===== config.mk =====
export PLATFORM = sky130hd
export DESIGN_NAME = spdfp_top
export DESIGN_NICKNAME = d
export VERILOG_FILES = /design/src/hdl/spdfp_pkg.sv /design/src/hdl/spdfp_top.sv
export SDC_FILE = /design/constraint.sdc
export NUM_CORES = 1
export LEC_CHECK = 0
export BUFFER_PORTS_ARGS = -buffer_cell sky130_fd_sc_hd__buf_4
export CAP_MARGIN = 30
export CORE_UTILIZATION = 60
export DETAILED_ROUTE_END_ITERATION = 10
export PLACE_DENSITY = 0.76
export SLEW_MARGIN = 20
export SYNTH_ARGS = -nofsm -noshare
export SYNTH_HDL_FRONTEND = slang
export SYNTH_SLANG_ARGS = --single-unit
export TNS_END_PERCENT = 30

===== constraint.sdc =====
create_clock -name CLOCK_I -period 15.1 [get_ports CLOCK_I]
set_input_delay 3.02 -clock CLOCK_I [delete_from_list [all_inputs] [get_ports CLOCK_I]]
set_output_delay 3.02 -clock CLOCK_I [all_outputs]
set_load 0.05 [all_outputs]

===== src/hdl/spdfp_pkg.sv =====
package spdfp_pkg;

    // ****************************************
    // Register map (byte addresses)
    // ****************************************
    // Each divider register spans three bytes, the lowest address holds bits 23:16
    localparam logic [7:0] SPDFP_DIV_C_ADDR = 8'haa;
    localparam logic [7:0] SPDFP_DIV_D_ADDR = 8'had;
    localparam int SPDFP_REG_BYTES = 3;
    localparam logic [23:0] SPDFP_DIV_RESET = 24'h000000;

    // ****************************************
    // Field layout
    // ****************************************
    localparam int SPDFP_MODE_MSB = 23;
    localparam int SPDFP_MODE_LSB = 20;
    localparam logic [3:0] SPDFP_MODE_FRAME = 4'hf;
    localparam int SPDFP_TYPE_BIT = 19;
    localparam int SPDFP_POL_BIT = 18;
    localparam int SPDFP_SEL_MSB = 17;
    localparam int SPDFP_SEL_LSB = 16;
    localparam int SPDFP_PER_MSB = 15;
    localparam int SPDFP_PER_LSB = 0;
    localparam logic [23:0] SPDFP_DIV_MAX = 24'hefffff;

    // ****************************************
    // Related clock selector codes
    // ****************************************
    localparam logic [1:0] SPDFP_SEL_A = 2'h0;
    localparam logic [1:0] SPDFP_SEL_B = 2'h1;
    localparam logic [1:0] SPDFP_SEL_C = 2'h2;
    localparam logic [1:0] SPDFP_SEL_D = 2'h3;
    localparam int SPDFP_CH_C = 0;
    localparam int SPDFP_CH_D = 1;
    localparam int SPDFP_NUM_CH = 2;

    // ****************************************
    // Types
    // ****************************************
    typedef struct packed {
        logic wr;
        logic rd;
        logic [7:0] addr;
        logic [7:0] wdata;
    } spdfp_req_s;

    typedef struct packed {
        logic [23:0] cfg;
        logic rel_prev;
        logic [23:0] div_cnt;
        logic [15:0] frm_cnt;
        logic frm_act;
        logic out;
    } spdfp_chan_s;

    typedef struct packed {
        logic [1:0] sync1;
        logic [1:0] sync2;
        spdfp_chan_s [SPDFP_NUM_CH-1:0] ch;
        logic [7:0] rdata;
    } spdfp_state_s;

endpackage


===== src/hdl/spdfp_top.sv =====
`timescale 1ns/1ps
module spdfp_top (
    input wire logic CLOCK_I,
    input wire logic RST_N_I,
    input wire logic REL_CLK_A_I,
    input wire logic REL_CLK_B_I,
    input wire spdfp_pkg::spdfp_req_s REG_REQ_I,
    output logic [7:0] REG_RDATA_O,
    output logic OUT_C_O,
    output logic OUT_D_O
);
    import spdfp_pkg::*;

    spdfp_state_s st_reg;
    spdfp_state_s st_next;

    // ****************************************
    // Elaboration checks
    // ****************************************
    // The byte decoder and the field slices assume this exact layout, so a package
    // edit that moves a field other than the spacing field stops the build instead of aliasing bits.
    if (SPDFP_MODE_MSB + 1 != SPDFP_REG_BYTES * 8) begin : g_chk_word
        $error("Divider word and register bytes disagree");
    end

    if (SPDFP_DIV_D_ADDR != SPDFP_DIV_C_ADDR + 8'(SPDFP_REG_BYTES)) begin : g_chk_map
        $error("Divider D must follow divider C directly");
    end

    if (SPDFP_MODE_MSB - SPDFP_MODE_LSB != 3) begin : g_chk_mode
        $error("Mode code must be one nibble");
    end

    if (SPDFP_TYPE_BIT != SPDFP_MODE_LSB - 1 || SPDFP_POL_BIT != SPDFP_TYPE_BIT - 1) begin : g_chk_flags
        $error("Type and polarity bits out of place");
    end

    if (SPDFP_SEL_MSB != SPDFP_POL_BIT - 1 || SPDFP_SEL_LSB != SPDFP_SEL_MSB - 1) begin : g_chk_sel
        $error("Related clock selector must be two bits below polarity");
    end

    if (SPDFP_PER_MSB - SPDFP_PER_LSB != 15) begin : g_chk_per
        $error("Spacing field must match the sixteen bit frame counter");
    end

    if (SPDFP_DIV_MAX[SPDFP_MODE_MSB:SPDFP_MODE_LSB] == SPDFP_MODE_FRAME) begin : g_chk_max
        $error("Largest divide ratio collides with the frame code");
    end

    if (SPDFP_DIV_RESET[SPDFP_MODE_MSB:SPDFP_MODE_LSB] == SPDFP_MODE_FRAME) begin : g_chk_reset
        $error("Reset value must leave both outputs in divide mode");
    end

    if (SPDFP_NUM_CH != 2 || SPDFP_CH_C == SPDFP_CH_D) begin : g_chk_ch
        $error("Exactly two outputs, C and D, are served");
    end

    // ****************************************
    // Related clock selection
    // ****************************************
    // Returns the level of the related clock in bit 1 and a valid flag in bit 0.
    // A reserved code yields no clock, so the pulse generator simply idles.
    // Self-selection is blocked here; an output that picks itself gets no clock.
    function automatic logic [1:0] rel_pick(input int ch, input logic [1:0] sel,
                                            input logic a, input logic b,
                                            input logic c, input logic d);
        logic [1:0] r;
        r = 2'h0;
        case (sel)
            SPDFP_SEL_A: r = {a, 1'b1};
            SPDFP_SEL_B: r = {b, 1'b1};
            SPDFP_SEL_C: r = (ch == SPDFP_CH_D) ? {c, 1'b1} : 2'h0;
            SPDFP_SEL_D: r = (ch == SPDFP_CH_C) ? {d, 1'b1} : 2'h0;
            default: r = 2'h0;
        endcase
        return r;
    endfunction

    // ****************************************
    // Next state
    // ****************************************
    always_comb begin
        logic [1:0] pick;
        logic rel;
        logic rise;
        logic fall;
        logic [23:0] cfg;
        logic [23:0] ratio;
        logic [23:0] half;
        logic [15:0] per_m1;
        logic [7:0] byte_sel;
        pick = 2'h0;
        rel = 1'b0;
        rise = 1'b0;
        fall = 1'b0;
        cfg = 24'h000000;
        ratio = 24'h000000;
        half = 24'h000000;
        per_m1 = 16'h0000;
        byte_sel = 8'h00;
        st_next = st_reg;

        // Pin clocks pass two flops before anything looks at them
        // Pulses therefore trail the A and B pins by three cycles, C and D by one
        st_next.sync1 = {REL_CLK_B_I, REL_CLK_A_I};
        st_next.sync2 = st_reg.sync1;

        for (int k = 0; k < SPDFP_NUM_CH; k++) begin
            cfg = st_reg.ch[k].cfg;
            pick = rel_pick(k, cfg[SPDFP_SEL_MSB:SPDFP_SEL_LSB], st_reg.sync2[0], st_reg.sync2[1],
                            st_reg.ch[SPDFP_CH_C].out, st_reg.ch[SPDFP_CH_D].out);
            rel = pick[1] & pick[0];
            rise = rel & ~st_reg.ch[k].rel_prev;
            fall = ~rel & st_reg.ch[k].rel_prev & pick[0];
            st_next.ch[k].rel_prev = rel;

            if (cfg[SPDFP_MODE_MSB:SPDFP_MODE_LSB] == SPDFP_MODE_FRAME) begin
                st_next.ch[k].div_cnt = 24'h000000;
                // frame spacing, zero treated as one
                per_m1 = (cfg[SPDFP_PER_MSB:SPDFP_PER_LSB] == 16'h0000) ? 16'h0000
                         : cfg[SPDFP_PER_MSB:SPDFP_PER_LSB] - 16'h0001;
                // A new spacing acts at once; a count already past the end wraps to zero
                // count on related rising edges
                if (rise) begin
                    st_next.ch[k].frm_cnt = (st_reg.ch[k].frm_cnt >= per_m1) ? 16'h0000
                                            : st_reg.ch[k].frm_cnt + 16'h0001;
                end
                // edge type: boundary rising edge opens the pulse
                if (cfg[SPDFP_TYPE_BIT]) begin
                    if (rise) begin
                        st_next.ch[k].frm_act = (st_next.ch[k].frm_cnt == 16'h0000);
                    end
                end else begin
                    // centred type: falling edges half a period either side
                    if (fall) begin
                        st_next.ch[k].frm_act = (st_reg.ch[k].frm_cnt == per_m1);
                    end
                end
                st_next.ch[k].out = st_next.ch[k].frm_act ^ cfg[SPDFP_POL_BIT];
            end else begin
                // divide mode; odd ratios run one VCO cycle longer high
                st_next.ch[k].frm_cnt = 16'h0000;
                st_next.ch[k].frm_act = 1'b0;
                ratio = cfg;
                half = (ratio >> 1) + {23'h000000, ratio[0]};
                if (ratio < 24'h000002) begin
                    // A register output cannot follow the VCO itself, so these idle low
                    st_next.ch[k].div_cnt = 24'h000000;
                    st_next.ch[k].out = 1'b0;
                end else begin
                    // A shorter ratio applies at once; the counter restarts if already past it
                    st_next.ch[k].div_cnt = (st_reg.ch[k].div_cnt >= ratio - 24'h000001) ? 24'h000000
                                            : st_reg.ch[k].div_cnt + 24'h000001;
                    st_next.ch[k].out = (st_next.ch[k].div_cnt < half);
                end
            end
        end

        // ****************************************
        // Register port
        // ****************************************
        // Byte writes land directly; a new setting takes effect on the next cycle
        // A read and a write of one byte in the same cycle return the old byte
        for (int k = 0; k < SPDFP_NUM_CH; k++) begin
            for (int b = 0; b < SPDFP_REG_BYTES; b++) begin
                byte_sel = ((k == SPDFP_CH_C) ? SPDFP_DIV_C_ADDR : SPDFP_DIV_D_ADDR) + 8'(b);
                if (REG_REQ_I.wr && REG_REQ_I.addr == byte_sel) begin
                    st_next.ch[k].cfg[(SPDFP_REG_BYTES - 1 - b) * 8 +: 8] = REG_REQ_I.wdata;
                end
                if (REG_REQ_I.rd && REG_REQ_I.addr == byte_sel) begin
                    st_next.rdata = st_reg.ch[k].cfg[(SPDFP_REG_BYTES - 1 - b) * 8 +: 8];
                end
            end
        end
        if (REG_REQ_I.rd && !(REG_REQ_I.addr >= SPDFP_DIV_C_ADDR &&
                              REG_REQ_I.addr < SPDFP_DIV_D_ADDR + 8'(SPDFP_REG_BYTES))) begin
            st_next.rdata = 8'h00;
        end
    end

    // ****************************************
    // State register
    // ****************************************
    always_ff @(posedge CLOCK_I or negedge RST_N_I) begin
        if (!RST_N_I) begin
            st_reg.sync1 <= 2'h0;
            st_reg.sync2 <= 2'h0;
            st_reg.rdata <= 8'h00;
            for (int k = 0; k < SPDFP_NUM_CH; k++) begin
                st_reg.ch[k].cfg <= SPDFP_DIV_RESET;
                st_reg.ch[k].rel_prev <= 1'b0;
                st_reg.ch[k].div_cnt <= 24'h000000;
                st_reg.ch[k].frm_cnt <= 16'h0000;
                st_reg.ch[k].frm_act <= 1'b0;
                st_reg.ch[k].out <= 1'b0;
            end
        end else begin
            st_reg <= st_next;
        end
    end

    // Pins come straight from state flops, so no decode glitch reaches them
    assign REG_RDATA_O = st_reg.rdata;
    assign OUT_C_O = st_reg.ch[SPDFP_CH_C].out;
    assign OUT_D_O = st_reg.ch[SPDFP_CH_D].out;

endmodule

==> impl_metrics.json, run 1 <==
{
  "outcome": "finished, final reports clean",
  "finalSetupTns_ns": 0,
  "final_cell_area_sq_mm": 0.01344,
  "avgSynthCellArea_sq_um": 8.834,
  "die_h_microns": 146.3,
  "drtIter0Drc": 967,
  "async_flop_share_pct": 100.0,
  "netlist_area_sq_mm": 0.01250,
  "drc_errors": 0,
  "fin_crit_sh_pct": 41.74,
  "cts_setup_buffers": 0,
  "relSlewSlack_pct": 41.35,
  "rsz0062_at_grt": "no",
  "synth_edf_count": 0,
  "synthFlopType": "dfrtp_1",
  "drive_gt1_share_pct": 10.42,
  "peakVddDrop_mv": 0.07004,
  "grt_max_degree": 82,
  "hp-class": "reg -> reg",
  "drv_slew": 0,
  "synth_warnings": 0,
  "grt_pass1_wl_microns": 52830,
  "worstMarginPinSlew_ns": 0.8731,
  "portBuffers": 31,
  "final_nets": 1548,
  "fillerInstances": 1663,
  "largest_register_ffs": 134,
  "crit_fanout": 39,
  "fin_hold_ws_ns": 0.3638,
  "crit_required_ns": 15.47,
  "cts_tree": "yes",
  "final_cell_mix": "nor2_1, dfrtp_1, ha_1",
  "antenna_found_initial": 0,
  "endpoint_kind": "flip-flop",
  "vias_per_cell": 6.352,
  "fp.dieW_microns": 146.3,
  "hold_violations": 0,
  "coreArea_sq_mm": 0.02030,
  "io_pins": 32,
  "wl_per_cell_microns": 19.68,
  "worst_slack_ns": 8.797,
  "yosysSeqAreaShare_pct": 29.23,
  "finalWirelength_microns": 32890,
  "final_common_cell": "nor2_1",
  "row_count": 52,
  "detailed_place_hpwl_microns": 24450,
  "grt.total_usage_pct": 31.28,
  "fmax_ghz": 0.1586,
  "dieArea_sq_mm": 0.02142,
  "preCtsSetupSlack_ns": 8.924,
  "drt-pass1-iter-count": 5,
  "max_cap_violations": 0,
  "post_cts_resized": 0,
  "powerDensity_mw_per_mm2": 96.55,
  "diodes": 0,
  "cts_buffer_depth": 2,
  "grt-ovfl-total": 0,
  "dr_total_vias": 10620,
  "grt_pass1_vias": 9932,
  "fin_total_pwr_mw": 1.297,
  "fin_skew_ns": 0.009876,
  "netlist_instances": 1415,
  "cp-start-kind": "flip-flop",
  "placed_area_sq_mm": 0.01275,
  "cts.sinks": 146,
  "numCtsBuffers": 17,
  "worst-setup-path-type": "reg -> reg",
  "cp.arrival_ns": 6.67,
  "cts.hold.buffers_added": 0,
  "place.gp.congestion": 0.9539,
  "clk_latency_ns": 0.43,
  "ys_seq_elements": 146,
  "fin_crit_ns": 6.303,
  "syn-num-nets": 1575,
  "syn2layout_area_growth_pct": 7.486,
  "root_buffer": "clkbuf_16",
  "drtAntennaViolNets": 0,
  "initial_core_util_pct": 61.58,
  "setup_viol": 0,
  "p_leak_nw": 6.196,
  "clk_pin_slew_ns": 0.06,
  "yosysUniqueCellTypes": 77,
  "ctsHtreeMaxLevel": 4
}
[kinds of logic after synthesis]
kind of cell / count (synthesis) / share of synthesized area, %
AOI/OAI and AO/OA: 238 / 13.35
xor gates and xnor gates: 161 / 11.28
adders and majority gates: 138 / 13.81
buffers and inverters: 114 / 4.184
DFF: 146 / 29.23
muxes: 59 / 5.195
and+or+nand+nor: 559 / 22.95
[cell usage after synthesis (4+ instances only)]
library cell | n | area (sq um)
nor2_1 | 164 | 615.6
dfrtp_1 | 146 | 3654
ha_1 | 138 | 1727
nand2_1 | 91 | 341.6
xor2_1 | 83 | 727.0
xnor2_1 | 78 | 683.2
nand3_1 | 70 | 350.3
a21o_1 | 61 | 457.9
clkbuf_1 | 60 | 225.2
a21oi_1 | 48 | 240.2
mux2_2 | 47 | 529.3
nor3_1 | 46 | 230.2
nand4_1 | 44 | 275.3
o21ai_0 | 42 | 210.2
and3_1 | 30 | 187.7
inv_1 | 26 | 97.59
nor2b_1 | 17 | 106.4
nor4_1 | 17 | 106.4
a41o_1 | 14 | 140.1
mux2i_1 | 12 | 120.1
a221o_1 | 11 | 110.1
and4_1 | 11 | 96.34
buf_4 | 11 | 82.58
nand2b_1 | 11 | 68.82
o211ai_1 | 11 | 82.58
o22ai_1 | 10 | 62.56
or3_1 | 10 | 62.56
and2_1 | 8 | 50.05
buf_2 | 6 | 30.03
o2111ai_1 | 6 | 52.55
or4_1 | 6 | 45.04
or2_2 | 5 | 31.28
a211o_1 | 4 | 35.03
o21a_1 | 4 | 30.03
o21ai_1 | 4 | 20.02
[where the power goes]
| part | internal (mW) | switching [mW] | total [mW] |
|---|---|---|---|
| combinational | 0.132 | 0.199 | 0.331 |
| sequential | 0.415 | 0.0494 | 0.465 |
| clock | 0.328 | 0.173 | 0.501 |
| total | 0.876 | 0.421 | 1.30 |
[cell type report]
class	count	area, sq um	share of cell area (%)
clock inverter	8	196.4	1.462
timing repair buffer	41	306.5	2.281
tap	270	337.8	2.514
inverter	27	101.3	0.7543
multi-input combinational	1155	8349	62.14
sequential	146	3654	27.19
clock buffer	24	491.7	3.660
[per-stage QoR]
| stage | utilization [%] | instances |
|---|---|---|
| final | 66.19 | 1671 |
| after global routing | 66.19 | 1671 |
| after CTS | 66.19 | 1671 |
| after detailed placement | 62.80 | 1639 |
| after global placement | 62.71 | 1637 |
| after floorplan | - | 1415 |
[layer usage]
metal / routed length, microns / GRT usage, % / part of all wire (%) / vias to the layer above
met2: 14770 / 48.07 / 45 / 393
met5: 0 / 0 / 0 / -
li1: - / - / - / 5048
met3: 2413 / 5.250 / 7.3 / 35
met4: 381 / 6.823 / 1.2 / 0
met1: 15330 / 46.02 / 47 / 5139
[path summary, 6_finish.rpt]
path,from,end,slack [ns],cells after the start
worst max-delay path,st_reg[121],OUT_D_O,8.80,24
worst min-delay path,st_next[142],st_reg[142],0.36,0
worst max register to register,st_reg[121],OUT_D_O,8.80,24
worst min register to register,st_next[142],st_reg[142],0.36,0
max in group asynchronous,RST_N_I,st_reg[87],11.17,2
min in group asynchronous,RST_N_I,st_reg[28],2.62,1
[critical path: stages, from the launching register on]
cell       delay [ns]
dfrtp_1          0.48
or3_1            0.40
or3_1            0.40
nand2b_1         0.23
or2_2            0.33
nor2_1           0.13
xnor2_1          0.17
ha_1             0.29
a21o_1           0.17
a21o_1           0.17
a221o_1          0.35
a221o_1          0.34
a221oi_1         0.38
o21ai_2          0.20
buf_4            0.29
nor2_1           0.15
ha_1             0.25
a21o_1           0.16
a21o_1           0.17
a21o_1           0.16
a21o_1           0.17
a21o_1           0.17
a2111oi_0        0.41
o41ai_1          0.17
nand3_2          0.09
(Power assumes the default switching activity.)
==> run 2, diff against run 1 <==
ABC_AREA = 1   (was unset)
CORE_UTILIZATION = 58   (was 60)
PLACE_DENSITY = 0.77   (was 0.76)
clock period = 5.3 ns   (was 15.1 ns; I/O delays follow)
==> run 2 against run 1 <==
  * The run now ends with DRC left
  * Global-route usage rose by 2.0 points
  * Non-clock buffer count is 13 higher
  * Largest power group is now combinational logic
  * Sequential power rose to 2.7 times the previous value
==> impl_metrics.json, run 2 <==
{
  "final_common_cell": "nand2_1",
  "crit_path_top_delay_cell": "dfrtp_1",
  "netlist_area_sq_mm": 0.01293,
  "grt_max_degree": 82,
  "wl_met1_microns": 14950,
  "drive_gt1_share_pct": 9.450,
  "syn-num-nets": 2049,
  "cp_num_buf_inv": 7,
  "hold_violations": 0,
  "clk_pin_slew_ns": 0.07,
  "switchingPower_mw": 1.516,
  "yosysUniqueCellTypes": 53,
  "r2r_cells": 33,
  "io_pins": 32,
  "dr_total_vias": 12590,
  "initial_core_util_pct": 59.23,
  "largest_register_ffs": 134,
  "fin_crit_sh_pct": 93.41,
  "grt_pass1_vias": 11460,
  "peakVddDrop_mv": 0.2505,
  "critPathMaxStageDelay_ns": 0.38,
  "powerDensity_mw_per_mm2": 267.3,
  "portBuffers": 31,
  "dieArea_sq_mm": 0.02289,
  "grt_pass1_wl_microns": 58280,
  "avgSynthCellArea_sq_um": 6.843,
  "grt-ovfl-total": 0,
  "synth_edf_count": 0,
  "row_count": 54,
  "combPwrFrac_pct": 35.1,
  "drtAntennaViolNets": 0,
  "seqPwrFrac_pct": 33.0,
  "antenna_found_initial": 1,
  "cp-start-kind": "flip-flop",
  "fp.dieW_microns": 151.3,
  "vias_per_cell": 5.709,
  "p_leak_nw": 7.285,
  "violations": "DRC",
  "drt-pass1-iter-count": 8,
  "fmax_ghz": 0.2020,
  "final_nets": 2073,
  "drc_errors": 2,
  "dr_wl_met2_microns": 18010,
  "place.gp.congestion": 1.031,
  "max_cap_violations": 0,
  "grt.total_usage_pct": 33.32,
  "root_buffer": "clkbuf_16",
  "clk_latency_ns": 0.45,
  "intPower_mw": 2.247,
  "endpoint_kind": "flip-flop",
  "ctsHtreeMaxLevel": 4,
  "drtIter0Drc": 1016,
  "cts_buffer_depth": 2,
  "setup_viol": 0,
  "synth_warnings": 0,
  "worstMarginPinSlew_ns": 0.7923,
  "top_layer": "met4",
  "syn2layout_area_growth_pct": 8.925,
  "final_cell_mix": "nand2_1, inv_1, nor2_1",
  "crit_required_ns": 5.63,
  "wl_per_cell_microns": 16.73,
  "fin_skew_ns": 0.01739,
  "wl_met3_microns": 2426,
  "outcome": "finished, violations left",
  "fin_hold_ws_ns": 0.3522,
  "die_h_microns": 151.3,
  "synth_top_area_share_pct": 28.26,
  "hold_depth": 0,
  "netlist_instances": 1889,
  "synthFlopType": "dfrtp_1",
  "drv_slew": 0,
  "path_common_cell": "nand2_1",
  "yosysSeqAreaShare_pct": 28.26,
  "synth.area.top_cells": "dfrtp_1, ha_1, nand2_1, inv_1, nor2_1",
  "post-synth-top-area-cell": "dfrtp_1",
  "coreArea_sq_mm": 0.02182,
  "hp-class": "reg -> reg",
  "crit_fanout": 7,
  "swShare_pct": 40.29,
  "path_depth": 33,
  "fin_total_pwr_mw": 3.763,
  "synth_most_common_cell": "nand2_1",
  "worst-setup-path-type": "reg -> reg",
  "detailed_place_hpwl_microns": 29090,
  "diodes": 0,
  "critPathTopFamily": "simple AND/OR/NAND/NOR gates",
  "numCtsBuffers": 17,
  "fin_crit_ns": 4.950,
  "ys_top_cells_by_count": "nand2_1, inv_1, nor2_1, dfrtp_1, ha_1",
  "cp.arrival_ns": 5.28,
  "cts.sinks": 146,
  "clockPowerShare_pct": 31.9,
  "finalWirelength_microns": 36910,
  "async_flop_share_pct": 100.0,
  "cts_tree": "yes",
  "relSlewSlack_pct": 47.18,
  "ys_seq_elements": 146
}
## run 2: changes by cell type in the layout (fill, tap and decap cells not counted), sizes merged, moves of 56 or more
cell	previous run	this run
o21ai	46	112
nor2	164	262
nand2	92	444
a21o	61	5
xnor2	78	9
inv	27	275
## run 2: path summary, 6_finish.rpt
kind / start / to / slack [ns]
max: st_reg[119] / OUT_D_O / 0.35
min: st_next[143] / st_reg[143] / 0.35
max reg2reg: st_reg[119] / OUT_D_O / 0.35
min reg2reg: st_next[143] / st_reg[143] / 0.35
max in group asynchronous: RST_N_I / st_reg[85] / 3.70
min in group asynchronous: RST_N_I / st_reg[107] / 0.62
## run 2: routing by layer
metal / up-vias / global-route usage [%]
li1: 6184 / -
met3: 116 / 4.789
met4: 0 / 14.90
met5: - / 0
met1: 5805 / 41.70
met2: 488 / 56.64
## run 2: cells by family after synthesis
| kind of cell | synth area share (%) |
|---|---|
| buf+inv | 10.10 |
| simple gates | 33.17 |
| fa+ha+maj | 13.36 |
| flops | 28.26 |
| xor+xnor | 4.946 |
| compound gates | 10.16 |
## run 2: timing repair
action	in CTS	in global routing
setup buffers	0	8
gates resized for setup	0	19
endpoints found under the setup margin	0	2
hold buffers	0	0
## run 2: worst reg2reg max path, delay by kind of cell, from the launching register on
family,cells,cell delay [ns]
AO/OA/AOI/OAI,2,0.25
XOR/XNOR,1,0.15
adder cells (fa/ha/maj),2,0.58
buffers and inverters,7,0.67
flip-flops,1,0.38
AND/OR/NAND/NOR,21,2.83
## run 2: area by class of cell
| type | instances | area (sq um) |
|---|---|---|
| clock inverters | 14 | 136.4 |
| multi-input cells | 1420 | 8043 |
| repair buffers | 54 | 429.2 |
| fillers | 1973 | 7744 |
| clock buffers | 18 | 429.2 |
| well taps | 280 | 350.3 |
| inverters | 274 | 1036 |
| flip-flops and latches | 146 | 3656 |
## run 2: through the flow
| step | TNS (ns) | setup WS (ns) | cell area, sq um | util [%] | cells |
|---|---|---|---|---|---|
| 2_1_floorplan | 0 | 0.7818 | 12930 | - | 1889 |
| 3_3_place_gp | 0 | 0.4893 | 13350 | 61.19 | 2165 |
| 3_5_place_dp | 0 | 0.2022 | 13350 | 61.19 | 2165 |
| 4_1_cts | 0 | 0.1778 | 13920 | 63.78 | 2197 |
| 5_1_grt | -0.05403 | -0.03495 | 14080 | 64.52 | 2206 |
| 6_report | 0 | 0.3495 | 14080 | 64.52 | 2206 |
## run 2: power by group through the flow
stage	clock, mW	sequential, mW	combinational (mW)
2_1_floorplan	0	1.25	0.892
3_3_place_gp	0	1.26	1.23
3_5_place_dp	0	1.26	1.27
4_1_cts	1.21	1.24	1.28
5_1_grt	1.26	1.25	1.50
6_report	1.20	1.24	1.32
